File: src/hdl/smcb_cfg.svh
// smcb_cfg.svh - constants of the serial module command block
//
// Notes on behaviour
// - quick-response load only on slave port
// - two words carry four quick-response bytes
// - keep quick response for quick-sequence polls
// - clear diagnostics needs block length one
// - twenty diagnostic words, read by 06003
// - diagnostics read moves one contiguous run
// - reconfiguration replaces power-up port settings
// - word 65535 leaves parameter unchanged
// - nine timers then three retry counts
// - mode 2 two-wire, 4 four-wire, default four
// - two-wire: receiver off while transmitting
// - receiver re-enable delay in milliseconds
// - remote reads fill register, input, output tables
// - target types 1,2,3,6,9
// - processor builds header words, command word seven
// - error 0f: quick load on non-slave
// - error 41: invalid command number
`ifndef SMCB_CFG_SVH
`define SMCB_CFG_SVH

// ------
// command block layout (zero-based word index)
// ------
`define SMCB_BLK_WORDS 21
`define SMCB_W_LEN 0
`define SMCB_W_CMD 6
`define SMCB_W_P8 7
`define SMCB_W_P9 8
`define SMCB_W_P10 9
`define SMCB_W_P11 10
`define SMCB_W_P12 11
`define SMCB_W_RETRY0 16
`define SMCB_W_MODE 19
`define SMCB_W_RXDLY 20

// ------
// command numbers and codes
// ------
`define SMCB_CMD_QLOAD 16'h1771
`define SMCB_CMD_DCLR 16'h1772
`define SMCB_CMD_DRD 16'h1773
`define SMCB_CMD_RCFG 16'h1774
`define SMCB_CMD_RRD_REG 16'h17d5
`define SMCB_CMD_RRD_OUT 16'h17d7
`define SMCB_KEEP 16'hffff
`define SMCB_MODE_2W 16'h0002
`define SMCB_MODE_4W 16'h0004
`define SMCB_DIAG_WORDS 20
`define SMCB_RETRY_MAX 16'h0032
`define SMCB_STS_OK 16'h0001
`define SMCB_STS_MAJ_ERR 8'h0c
`define SMCB_ERR_NOT_SLAVE 8'h0f
`define SMCB_ERR_BAD_CMD 8'h41
`define SMCB_ERR_BAD_LEN 8'h42
`define SMCB_ERR_RANGE 8'h48

// ------
// power-up port settings and timing
// ------
`define SMCB_TMR_RESET 16'h01f4
`define SMCB_RETRY_RESET 16'h0003
`define SMCB_RXDLY_RESET 16'h0000
`define SMCB_MS_NS 1000000
`define SMCB_CLK_NS 10
`define SMCB_MS_CYCLES (`SMCB_MS_NS / `SMCB_CLK_NS)

// ------
// host register map (byte addresses)
// ------
`define SMCB_A_BLK 12'h000
`define SMCB_A_CTRL 12'h080
`define SMCB_A_STAT 12'h084
`define SMCB_A_IRQ 12'h088
`define SMCB_A_MASK 12'h08c
`define SMCB_A_TAB 12'h100
`define SMCB_TAB_WORDS 64

`endif

File: src/hdl/smcb_pkg.sv
// smcb_pkg.sv - types of the serial module command block
package smcb_pkg;
  typedef logic [15:0] smcb_word_t;
  typedef smcb_word_t smcb_timers_t [0:8];
  typedef smcb_word_t smcb_retries_t [0:2];
  typedef enum logic [1:0] {
    SMCB_TAB_REG = 2'h0,
    SMCB_TAB_IN = 2'h1,
    SMCB_TAB_OUT = 2'h2
  } smcb_table_t;
endpackage

File: src/hdl/smcb_if.sv
// smcb_if.sv - link between controller processor and serial module
`timescale 1ns/1ps
interface smcb_if;
  // command block words, word 1 first
  logic blk_valid;
  logic blk_ready;
  logic blk_last;
  smcb_pkg::smcb_word_t blk_data;
  // status word
  logic sts_valid;
  smcb_pkg::smcb_word_t sts_data;
  // data words into a controller table
  logic rd_valid;
  smcb_pkg::smcb_table_t rd_table;
  smcb_pkg::smcb_word_t rd_addr;
  smcb_pkg::smcb_word_t rd_data;

  modport proc (
    output blk_valid, blk_last, blk_data,
    input blk_ready, sts_valid, sts_data, rd_valid, rd_table, rd_addr, rd_data
  );
  modport module_end (
    input blk_valid, blk_last, blk_data,
    output blk_ready, sts_valid, sts_data, rd_valid, rd_table, rd_addr, rd_data
  );
endinterface

File: src/hdl/smcb_serial_comm_module.sv
// smcb_serial_comm_module.sv - command interpreter of the serial comm module
`timescale 1ns/1ps
`include "smcb_cfg.svh"
module smcb_serial_comm_module #(
  parameter int MS_CYCLES = `SMCB_MS_CYCLES
) (
  // clock and reset
  input wire logic clock,
  input wire logic rst,
  // processor side
  smcb_if.module_end cb,
  // port strap and diagnostics events
  input wire logic slave_pin,
  input wire logic diag_inc_valid,
  input wire logic [4:0] diag_inc_idx,
  // quick response presented to the link
  output logic q_loaded,
  output logic [31:0] q_resp,
  // port configuration
  output smcb_pkg::smcb_timers_t port_timers,
  output smcb_pkg::smcb_retries_t port_retries,
  output logic two_wire,
  // rs-485 transceiver
  input wire logic tx_active,
  output logic rx_enable,
  // remote read towards the link engine
  output logic rr_valid,
  input wire logic rr_ready,
  output logic [15:0] rr_target,
  output logic [15:0] rr_type,
  output logic [15:0] rr_addr,
  output logic [15:0] rr_len,
  input wire logic rr_data_valid,
  input wire logic [15:0] rr_data,
  input wire logic rr_done,
  input wire logic [7:0] rr_err
);

  typedef enum logic [5:0] {
    S_IDLE = 6'b000001,
    S_LOAD = 6'b000010,
    S_EXEC = 6'b000100,
    S_DIAG = 6'b001000,
    S_REMOTE = 6'b010000,
    S_STS = 6'b100000
  } smcb_state_t;

  smcb_state_t state_reg;
  smcb_pkg::smcb_word_t blk_reg [0:`SMCB_BLK_WORDS-1];
  smcb_pkg::smcb_word_t diag_reg [0:`SMCB_DIAG_WORDS-1];
  logic [4:0] widx_reg;
  logic [15:0] sts_reg;
  logic [15:0] xfer_idx_reg;
  logic [15:0] xfer_left_reg;
  logic [15:0] dest_reg;
  logic sts_valid_reg;
  logic rd_valid_reg;
  logic [15:0] rd_addr_reg;
  logic [15:0] rd_data_reg;
  smcb_pkg::smcb_table_t rd_table_reg;
  logic slave_m_reg;
  logic slave_s_reg;
  logic tx_d_reg;
  logic [15:0] rxdly_reg;
  logic [15:0] dly_left_reg;
  logic [31:0] ms_cnt_reg;

  // a parameter word of 65535 keeps the present setting
  function automatic logic [15:0] keep_or(input logic [15:0] cur, input logic [15:0] w);
    keep_or = (w == `SMCB_KEEP) ? cur : w;
  endfunction

  function automatic logic [15:0] err_word(input logic [7:0] code);
    err_word = {code, `SMCB_STS_MAJ_ERR};
  endfunction

  wire [15:0] cmd = blk_reg[`SMCB_W_CMD];
  wire [15:0] p9 = blk_reg[`SMCB_W_P9];
  wire [15:0] p10 = blk_reg[`SMCB_W_P10];
  wire [15:0] p11 = blk_reg[`SMCB_W_P11];
  wire [15:0] mode_w = blk_reg[`SMCB_W_MODE];
  wire is_remote = (cmd >= `SMCB_CMD_RRD_REG) && (cmd <= `SMCB_CMD_RRD_OUT);
  wire type_ok = (p9 == 16'h0001) || (p9 == 16'h0002) || (p9 == 16'h0003) ||
                 (p9 == 16'h0006) || (p9 == 16'h0009);
  wire [16:0] diag_end = {1'b0, p10} + {1'b0, p11} - 17'h00001;
  wire diag_ok = (p10 != 16'h0000) && (p11 != 16'h0000) &&
                 (diag_end <= 17'(`SMCB_DIAG_WORDS));
  wire mode_ok = (mode_w == `SMCB_MODE_2W) || (mode_w == `SMCB_MODE_4W) ||
                 (mode_w == `SMCB_KEEP);

  logic retry_ok;
  always_comb begin
    retry_ok = 1'b1;
    for (int i = 0; i < 3; i++) begin
      if (blk_reg[`SMCB_W_RETRY0+i] != `SMCB_KEEP &&
          blk_reg[`SMCB_W_RETRY0+i] > `SMCB_RETRY_MAX) begin
        retry_ok = 1'b0;
      end
    end
  end

  assign cb.blk_ready = (state_reg == S_IDLE) || (state_reg == S_LOAD);
  assign cb.sts_valid = sts_valid_reg;
  assign cb.sts_data = sts_reg;
  assign cb.rd_valid = rd_valid_reg;
  assign cb.rd_addr = rd_addr_reg;
  assign cb.rd_data = rd_data_reg;
  assign cb.rd_table = rd_table_reg;
  assign rr_valid = (state_reg == S_REMOTE) && (xfer_idx_reg == 16'h0000);
  assign rr_target = blk_reg[`SMCB_W_P8];
  assign rr_type = p9;
  assign rr_addr = p10;
  assign rr_len = p11;

  // ------
  // slave strap synchroniser
  // ------
  always_ff @(posedge clock or posedge rst) begin
    if (rst) begin
      slave_m_reg <= 1'b0;
      slave_s_reg <= 1'b0;
    end else begin
      slave_m_reg <= slave_pin;
      slave_s_reg <= slave_m_reg;
    end
  end

  // ------
  // command sequencer
  // ------
  always_ff @(posedge clock or posedge rst) begin
    if (rst) begin
      state_reg <= S_IDLE;
      widx_reg <= 5'h00;
      sts_reg <= 16'h0000;
      sts_valid_reg <= 1'b0;
      rd_valid_reg <= 1'b0;
      rd_addr_reg <= 16'h0000;
      rd_data_reg <= 16'h0000;
      rd_table_reg <= smcb_pkg::SMCB_TAB_REG;
      xfer_idx_reg <= 16'h0000;
      xfer_left_reg <= 16'h0000;
      dest_reg <= 16'h0000;
      for (int i = 0; i < `SMCB_BLK_WORDS; i++) begin
        blk_reg[i] <= 16'h0000;
      end
    end else begin
      sts_valid_reg <= 1'b0;
      rd_valid_reg <= 1'b0;
      case (state_reg)
        S_IDLE, S_LOAD: begin
          if (cb.blk_valid) begin
            // words past the last one leave stale contents; only the clear command checks the block length
            if (widx_reg < 5'(`SMCB_BLK_WORDS)) begin
              blk_reg[widx_reg] <= cb.blk_data;
            end
            widx_reg <= widx_reg + 5'h01;
            state_reg <= cb.blk_last ? S_EXEC : S_LOAD;
          end
        end
        S_EXEC: begin
          widx_reg <= 5'h00;
          sts_reg <= `SMCB_STS_OK;
          state_reg <= S_STS;
          case (cmd)
            `SMCB_CMD_QLOAD: begin
              if (!slave_s_reg) begin
                sts_reg <= err_word(`SMCB_ERR_NOT_SLAVE);
              end
            end
            `SMCB_CMD_DCLR: begin
              if (blk_reg[`SMCB_W_LEN] != 16'h0001) begin
                sts_reg <= err_word(`SMCB_ERR_BAD_LEN);
              end
            end
            `SMCB_CMD_DRD: begin
              if (!diag_ok) begin
                sts_reg <= err_word(`SMCB_ERR_RANGE);
              end else begin
                xfer_idx_reg <= p10 - 16'h0001;
                xfer_left_reg <= p11;
                dest_reg <= blk_reg[`SMCB_W_P12];
                state_reg <= S_DIAG;
              end
            end
            `SMCB_CMD_RCFG: begin
              if (!mode_ok || !retry_ok) begin
                sts_reg <= err_word(`SMCB_ERR_RANGE);
              end
            end
            default: begin
              if (!is_remote) begin
                sts_reg <= err_word(`SMCB_ERR_BAD_CMD);
              end else if (!type_ok) begin
                sts_reg <= err_word(`SMCB_ERR_RANGE);
              end else begin
                xfer_idx_reg <= 16'h0000;
                dest_reg <= blk_reg[`SMCB_W_P12];
                rd_table_reg <= smcb_pkg::smcb_table_t'(2'(cmd - `SMCB_CMD_RRD_REG));
                state_reg <= S_REMOTE;
              end
            end
          endcase
        end
        S_DIAG: begin
          rd_valid_reg <= 1'b1;
          rd_table_reg <= smcb_pkg::SMCB_TAB_REG;
          rd_data_reg <= diag_reg[5'(xfer_idx_reg)];
          rd_addr_reg <= dest_reg;
          dest_reg <= dest_reg + 16'h0001;
          xfer_idx_reg <= xfer_idx_reg + 16'h0001;
          xfer_left_reg <= xfer_left_reg - 16'h0001;
          if (xfer_left_reg == 16'h0001) begin
            state_reg <= S_STS;
          end
        end
        S_REMOTE: begin
          if (rr_valid && rr_ready) begin
            xfer_idx_reg <= 16'h0001;
          end
          if (rr_data_valid && xfer_idx_reg != 16'h0000) begin
            rd_valid_reg <= 1'b1;
            rd_data_reg <= rr_data;
            rd_addr_reg <= dest_reg;
            dest_reg <= dest_reg + 16'h0001;
          end
          if (rr_done && xfer_idx_reg != 16'h0000) begin
            sts_reg <= (rr_err == 8'h00) ? `SMCB_STS_OK : err_word(rr_err);
            state_reg <= S_STS;
          end
        end
        S_STS: begin
          sts_valid_reg <= 1'b1;
          state_reg <= S_IDLE;
        end
        default: begin
          state_reg <= S_IDLE;
        end
      endcase
    end
  end

  wire exec_ok = (state_reg == S_EXEC);

  // ------
  // quick response
  // ------
  always_ff @(posedge clock or posedge rst) begin
    if (rst) begin
      q_loaded <= 1'b0;
      q_resp <= 32'h00000000;
    end else if (exec_ok && cmd == `SMCB_CMD_QLOAD && slave_s_reg) begin
      q_loaded <= 1'b1;
      q_resp <= {p9, blk_reg[`SMCB_W_P8]}; // byte 1 in bits 7:0
    end
  end

  // ------
  // diagnostic status words
  // ------
  wire diag_clr = exec_ok && cmd == `SMCB_CMD_DCLR && blk_reg[`SMCB_W_LEN] == 16'h0001;
  generate
    for (genvar g = 0; g < `SMCB_DIAG_WORDS; g++) begin : g_diag
      always_ff @(posedge clock or posedge rst) begin
        if (rst) begin
          diag_reg[g] <= 16'h0000;
        end else if (diag_inc_valid && diag_inc_idx == 5'(g)) begin
          // an event in the clearing cycle is kept as the first count
          diag_reg[g] <= diag_clr ? 16'h0001 : diag_reg[g] + 16'h0001;
        end else if (diag_clr) begin
          diag_reg[g] <= 16'h0000;
        end
      end
    end
  endgenerate

  // ------
  // port reconfiguration
  // ------
  wire cfg_go = exec_ok && cmd == `SMCB_CMD_RCFG && mode_ok && retry_ok;
  always_ff @(posedge clock or posedge rst) begin
    if (rst) begin
      for (int i = 0; i < 9; i++) begin
        port_timers[i] <= `SMCB_TMR_RESET;
      end
      for (int i = 0; i < 3; i++) begin
        port_retries[i] <= `SMCB_RETRY_RESET;
      end
      two_wire <= 1'b0;
      rxdly_reg <= `SMCB_RXDLY_RESET;
    end else if (cfg_go) begin
      for (int i = 0; i < 9; i++) begin
        port_timers[i] <= keep_or(port_timers[i], blk_reg[`SMCB_W_P8+i]);
      end
      for (int i = 0; i < 3; i++) begin
        port_retries[i] <= keep_or(port_retries[i], blk_reg[`SMCB_W_RETRY0+i]);
      end
      if (mode_w != `SMCB_KEEP) begin
        two_wire <= (mode_w == `SMCB_MODE_2W);
      end
      rxdly_reg <= keep_or(rxdly_reg, blk_reg[`SMCB_W_RXDLY]);
    end
  end

  // ------
  // rs-485 receiver turnaround
  // ------
  always_ff @(posedge clock or posedge rst) begin
    if (rst) begin
      tx_d_reg <= 1'b0;
      dly_left_reg <= 16'h0000;
      ms_cnt_reg <= 32'h00000000;
    end else begin
      tx_d_reg <= tx_active;
      if (tx_active) begin
        dly_left_reg <= 16'h0000;
      end else if (tx_d_reg) begin
        dly_left_reg <= rxdly_reg; // delay starts as transmission ends
        ms_cnt_reg <= 32'h00000000;
      end else if (dly_left_reg != 16'h0000) begin
        if (ms_cnt_reg == 32'(MS_CYCLES - 1)) begin
          ms_cnt_reg <= 32'h00000000;
          dly_left_reg <= dly_left_reg - 16'h0001;
        end else begin
          ms_cnt_reg <= ms_cnt_reg + 32'h00000001;
        end
      end
    end
  end

  assign rx_enable = !two_wire ||
                     (!tx_active && !tx_d_reg && dly_left_reg == 16'h0000);

endmodule

File: src/flat_wrapper.sv
// flat-port wrapper written by rule: the top's interface ports become plain ports
module smcb_serial_comm_module_flat 
#(
  parameter int MS_CYCLES = `SMCB_MS_CYCLES
)
  (clock, rst, slave_pin, diag_inc_valid, diag_inc_idx, q_loaded, q_resp, port_timers, port_retries, two_wire, tx_active, rx_enable, rr_valid, rr_ready, rr_target, rr_type, rr_addr, rr_len, rr_data_valid, rr_data, rr_done, rr_err, cb_blk_valid, cb_blk_last, cb_blk_data, cb_blk_ready, cb_sts_valid, cb_sts_data, cb_rd_valid, cb_rd_table, cb_rd_addr, cb_rd_data);
  smcb_if cb_i ();
  input wire logic clock;
  input wire logic rst;
  input wire logic slave_pin;
  input wire logic diag_inc_valid;
  input wire logic [4:0] diag_inc_idx;
  output logic q_loaded;
  output logic [31:0] q_resp;
  output smcb_pkg::smcb_timers_t port_timers;
  output smcb_pkg::smcb_retries_t port_retries;
  output logic two_wire;
  input wire logic tx_active;
  output logic rx_enable;
  output logic rr_valid;
  input wire logic rr_ready;
  output logic [15:0] rr_target;
  output logic [15:0] rr_type;
  output logic [15:0] rr_addr;
  output logic [15:0] rr_len;
  input wire logic rr_data_valid;
  input wire logic [15:0] rr_data;
  input wire logic rr_done;
  input wire logic [7:0] rr_err;
  input wire logic [$bits(cb_i.blk_valid)-1:0] cb_blk_valid;
  input wire logic [$bits(cb_i.blk_last)-1:0] cb_blk_last;
  input wire logic [$bits(cb_i.blk_data)-1:0] cb_blk_data;
  output wire logic [$bits(cb_i.blk_ready)-1:0] cb_blk_ready;
  output wire logic [$bits(cb_i.sts_valid)-1:0] cb_sts_valid;
  output wire logic [$bits(cb_i.sts_data)-1:0] cb_sts_data;
  output wire logic [$bits(cb_i.rd_valid)-1:0] cb_rd_valid;
  output wire logic [$bits(cb_i.rd_table)-1:0] cb_rd_table;
  output wire logic [$bits(cb_i.rd_addr)-1:0] cb_rd_addr;
  output wire logic [$bits(cb_i.rd_data)-1:0] cb_rd_data;
  assign cb_i.blk_valid = cb_blk_valid;
  assign cb_i.blk_last = cb_blk_last;
  assign cb_i.blk_data = cb_blk_data;
  assign cb_blk_ready = cb_i.blk_ready;
  assign cb_sts_valid = cb_i.sts_valid;
  assign cb_sts_data = cb_i.sts_data;
  assign cb_rd_valid = cb_i.rd_valid;
  assign cb_rd_table = cb_i.rd_table;
  assign cb_rd_addr = cb_i.rd_addr;
  assign cb_rd_data = cb_i.rd_data;
  smcb_serial_comm_module #(.MS_CYCLES(MS_CYCLES)) u_core (.clock(clock), .rst(rst), .cb(cb_i), .slave_pin(slave_pin), .diag_inc_valid(diag_inc_valid), .diag_inc_idx(diag_inc_idx), .q_loaded(q_loaded), .q_resp(q_resp), .port_timers(port_timers), .port_retries(port_retries), .two_wire(two_wire), .tx_active(tx_active), .rx_enable(rx_enable), .rr_valid(rr_valid), .rr_ready(rr_ready), .rr_target(rr_target), .rr_type(rr_type), .rr_addr(rr_addr), .rr_len(rr_len), .rr_data_valid(rr_data_valid), .rr_data(rr_data), .rr_done(rr_done), .rr_err(rr_err));
endmodule
File: config.mk
export PLATFORM = sky130hd
export DESIGN_NAME = smcb_serial_comm_module_flat
export DESIGN_NICKNAME = d
export VERILOG_FILES = /design/src/hdl/smcb_pkg.sv /design/src/hdl/smcb_if.sv /design/src/hdl/smcb_serial_comm_module.sv /design/src/flat_wrapper.sv
export VERILOG_INCLUDE_DIRS = /design/src /design/src/hdl
export SDC_FILE = /design/constraint.sdc
export NUM_CORES = 2
export LEC_CHECK = 0
export BUFFER_PORTS_ARGS = -buffer_cell sky130_fd_sc_hd__buf_4
export CAP_MARGIN = 10
export CELL_PAD_IN_SITES_DETAIL_PLACEMENT = 0
export CELL_PAD_IN_SITES_GLOBAL_PLACEMENT = 1
export CORE_MARGIN = 8
export CORE_UTILIZATION = 48
export DETAILED_ROUTE_END_ITERATION = 8
export PLACE_DENSITY_LB_ADDON = 0.1
export SETUP_SLACK_MARGIN = 0.05
export SYNTH_ARGS = -nofsm -noshare
export SYNTH_HDL_FRONTEND = slang
export SYNTH_SLANG_ARGS = --single-unit
File: constraint.sdc
create_clock -name clock -period 40.6 [get_ports clock]
set_input_delay 2.03 -clock clock [delete_from_list [all_inputs] [get_ports clock]]
set_output_delay 2.03 -clock clock [all_outputs]
set_load 0.01 [all_outputs]
==> flow_metrics.env <==
export IMPL_setup_viol_count_final=0
export IMPL_count_of_pins_over_their_slew_limit=0
export IMPL_highest_signal_layer="met4"
export IMPL_fin_area_um2=54500
export IMPL_drive_above_1_share_pct=26.6
export IMPL_fin_hold_ws_ns=0.479
export IMPL_die_area_um2=109000
export IMPL_initialDrtViolationCount=2684
export IMPL_post_cts_repair_setup_buffers=0
export IMPL_timing_rr_start="u_core.rr_addr[4]"
export IMPL_synth_ff_latch_count=974
export IMPL_peakVddDrop_mv=0.0301
export IMPL_rows=115
export IMPL_cp_arrival_ns=5.85
export IMPL_grt_first_pass_wirelength_um=210000
export IMPL_synth_yosys_seq_area_share_pct=51.8
export IMPL_synth_top_area_share_pct=48.4
export IMPL_initial_core_util_pct=48.2
export IMPL_htreeDepth=3
export IMPL_place_congestion=0.850
export IMPL_p_leak_nw=25.4
export IMPL_reg2reg_slack_ns=35.78
export IMPL_numPortBuffers=394
export IMPL_synth_area_per_cell_um2=11.0
export IMPL_min_path_type="flip-flop to flip-flop"
export IMPL_worst_path_max_fanout=104
export IMPL_route_vias_total=33900
export IMPL_yosys_warn_count=0
export IMPL_crit_start="rst"
export IMPL_power_per_cell_area_nw_per_um2=50.5
export IMPL_worst_setup_path_endpoint="u_core.q_resp[7]"
export IMPL_timing_critical_path_to_type="asynchronous set/reset pin"
export IMPL_syn_area_um2=47200
export IMPL_diodes=0
export IMPL_die_y_um=329
export IMPL_start_kind="input port"
export IMPL_cts_tree="yes"
export IMPL_synth_async_sr_flop_share_pct=100
export IMPL_core_region_um2=97800
export IMPL_post_place_ws_ns=34.59
export IMPL_post_place_cells=5741
export IMPL_cts_hold_fix_buffers=0
export IMPL_synth_main_ff_cell="sky130_fd_sc_hd__dfrtp_1"
export IMPL_timing_reg2reg_worst_path_depth=14
export IMPL_antenna_found_initial=3
export IMPL_fp_dieW_um=329
export IMPL_worst_slew_pin_transition_ns=1.13
export IMPL_post_cts_resized=0
export IMPL_met2_length_um=63200
export IMPL_design_portCount=400
export IMPL_detail_route_vias_per_cell=5.71
export IMPL_final_critical_path_setup_slack_ns=35.47
export IMPL_numCtsBuffers=106
export IMPL_synth_top_cells_by_area="sky130_fd_sc_hd__dfrtp_1 (48%), sky130_fd_sc_hd__mux2_2 (9.9%), sky130_fd_sc_hd__mux4_2 (4.6%)"
export IMPL_dr_pass1_iters=5
export IMPL_timing_max_slew_rel_slack_pct=24.1
export IMPL_clock_latency_ns=0.68
export IMPL_finalNetCount=4688
export IMPL_cts_root_buf="sky130_fd_sc_hd__clkbuf_16"
export IMPL_antenna_violating_nets_post_route=0
export IMPL_largest_register_ff_count=320
export IMPL_cp_data_required_time_ns=41.32
export IMPL_finalWirelength_um=137000
export IMPL_crit_reg2reg_capture="u_core.dest_reg[1]"
export IMPL_fin_worst_skew_ns=0.0192
export IMPL_num_fill_cells=8574
export IMPL_synth_edff_count=0
export IMPL_fin_util_pct=55.7
export IMPL_timing_fmax_ghz=0.195
export IMPL_syn_to_final_growth_pct=15.6
export IMPL_post_synth_inst_count=4269
export IMPL_timing_final_crit_period_ns=5.13
export IMPL_wl_per_cell_um=23.0
export IMPL_hold_depth=2
export IMPL_drc_errors=0
export IMPL_cap_violations=0
export IMPL_class_of_the_most_critical_setup_path="input port to asynchronous set/reset pin"
export IMPL_setup_tns_final_ns=0
export IMPL_clkTransAtPathRegs_ns=0.06
export IMPL_synth_area_leader_cell="sky130_fd_sc_hd__dfrtp_1"
export IMPL_hpwl_um=95000
export IMPL_rsz0062_at_grt="false"
export IMPL_run_status="finished clean"
export IMPL_tcrit_tclk_final_pct=12.6
export IMPL_met1_length_um=61400
export IMPL_dr_wl_met3_um=7880
export IMPL_final_cell_count_no_fill=5941
export IMPL_grt_pass1_vias=33400
export IMPL_grt_max_degree=209
export IMPL_hold_viol_final=0
export IMPL_gr_usage_all_layers_pct=24.8
export IMPL_synth_lib_cells_used_distinct=93
export IMPL_grt_overflow_total=0
export IMPL_maximum_buffer_depth_of_the_clock_tree=3
export IMPL_placedInstanceArea_um2=50900
export IMPL_post_layout_total_power_mw=2.75
export IMPL_clock_sink_count=974
[metal layers]
metal / global-route usage (%) / up-vias
met2: 39.1 / 826
met3: 4.22 / 192
li1: - / 15700
met1: 35.0 / 17200
met5: 0 / -
met4: 7.96 / 0
[how the worst min path moves through the flow]
stage / from / end / slack [ns]
2_1_floorplan: u_core.slave_m_reg / u_core.slave_s_reg / 0.33
3_3_place_gp: u_core.q_loaded / u_core.q_loaded / 0.46
3_5_place_dp: u_core.cb.rd_addr[2] / u_core.cb.rd_addr[2] / 0.47
4_1_cts: u_core.cb.rd_addr[14] / u_core.cb.rd_addr[14] / 0.48
5_1_grt: u_core.cb.rd_data[15] / u_core.cb.rd_data[15] / 0.50
6_report: u_core.cb.rd_data[12] / u_core.cb.rd_data[12] / 0.48
[cells in the mapped netlist (49+ instances only)]
cell type and number:
sky130_fd_sc_hd__dfstp_2 61, sky130_fd_sc_hd__a21oi_1 172, sky130_fd_sc_hd__dfrtp_1 913, sky130_fd_sc_hd__or3_1 76, sky130_fd_sc_hd__nand2_1 375, sky130_fd_sc_hd__nand4_1 124
sky130_fd_sc_hd__ha_1 69, sky130_fd_sc_hd__mux2_2 415, sky130_fd_sc_hd__clkbuf_1 133, sky130_fd_sc_hd__and3_1 59, sky130_fd_sc_hd__xor2_1 179, sky130_fd_sc_hd__buf_2 49
sky130_fd_sc_hd__mux4_2 96, sky130_fd_sc_hd__nor2_1 413, sky130_fd_sc_hd__o21ai_0 198, sky130_fd_sc_hd__nor3_1 56, sky130_fd_sc_hd__nor4_1 62, sky130_fd_sc_hd__nand3_1 155
sky130_fd_sc_hd__inv_1 112, sky130_fd_sc_hd__buf_4 70, sky130_fd_sc_hd__xnor2_1 99
[logic make-up after synthesis]
family / share of synthesized area (%)
buffers and inverters: 3.70
XOR/XNOR: 5.16
AND/OR/NAND/NOR: 15.5
flip-flops: 51.8
adder cells (fa/ha/maj): 1.87
AO/OA/AOI/OAI: 6.76
other: 0.00795
multiplexers: 15.2
[cells in the final DEF (no fill, tap or decap), types with 14 or more instances in the layout]
| cell type | instances |
|---|---|
| sky130_fd_sc_hd__dfstp_2 | 61 |
| sky130_fd_sc_hd__nand4_1 | 124 |
| sky130_fd_sc_hd__mux2i_1 | 17 |
| sky130_fd_sc_hd__buf_4 | 440 |
| sky130_fd_sc_hd__nand2_1 | 375 |
| sky130_fd_sc_hd__nor2b_1 | 43 |
| sky130_fd_sc_hd__and4_1 | 21 |
| sky130_fd_sc_hd__mux2_2 | 415 |
| sky130_fd_sc_hd__xnor2_1 | 99 |
| sky130_fd_sc_hd__mux4_2 | 96 |
| sky130_fd_sc_hd__nor2_1 | 409 |
| sky130_fd_sc_hd__a2bb2oi_1 | 14 |
| sky130_fd_sc_hd__nand2b_1 | 18 |
| sky130_fd_sc_hd__nand3_1 | 155 |
| sky130_fd_sc_hd__ha_1 | 69 |
| sky130_fd_sc_hd__xor2_1 | 179 |
| sky130_fd_sc_hd__o21ai_0 | 198 |
| sky130_fd_sc_hd__clkinv_2 | 18 |
| sky130_fd_sc_hd__clkbuf_1 | 31 |
| sky130_fd_sc_hd__nor4_1 | 62 |
| sky130_fd_sc_hd__o21ai_1 | 22 |
| sky130_fd_sc_hd__clkbuf_8 | 26 |
| sky130_fd_sc_hd__clkbuf_16 | 107 |
| sky130_fd_sc_hd__a31oi_1 | 19 |
| sky130_fd_sc_hd__dfrtp_1 | 911 |
| sky130_fd_sc_hd__nor2_2 | 16 |
| sky130_fd_sc_hd__o41ai_1 | 18 |
| sky130_fd_sc_hd__and3_1 | 59 |
| sky130_fd_sc_hd__inv_1 | 111 |
| sky130_fd_sc_hd__a21oi_1 | 172 |
| sky130_fd_sc_hd__or3_1 | 76 |
| sky130_fd_sc_hd__nor3_1 | 55 |
[final cells by class]
type                            count  area (um2)  share of cell area (%)
Clock buffer                      164        3150                    5.78
Multi-Input combinational cell   2923       21000                    38.6
Inverter                          116         443                   0.813
Sequential cell                   974       24500                    44.9
Tap cell                         1287        1610                    2.95
Timing Repair Buffer              442        3340                    6.13
Clock inverter                     35         478                   0.877
[power by group]
| part | total [mW] | switching (mW) | internal, mW |
|---|---|---|---|
| Sequential | 1.22 | 0.144 | 1.08 |
| Combinational | 0.531 | 0.296 | 0.235 |
| Clock | 1.00 | 0.403 | 0.597 |
[worst max-delay path: stages]
cell                    delay, ns
sky130_fd_sc_hd__buf_4       0.13
sky130_fd_sc_hd__inv_8       0.49
sky130_fd_sc_hd__buf_4       0.74
sky130_fd_sc_hd__buf_4       0.66
sky130_fd_sc_hd__buf_4       0.83
sky130_fd_sc_hd__buf_4       0.75
Note: power is estimated with default switching activity, not from simulation.
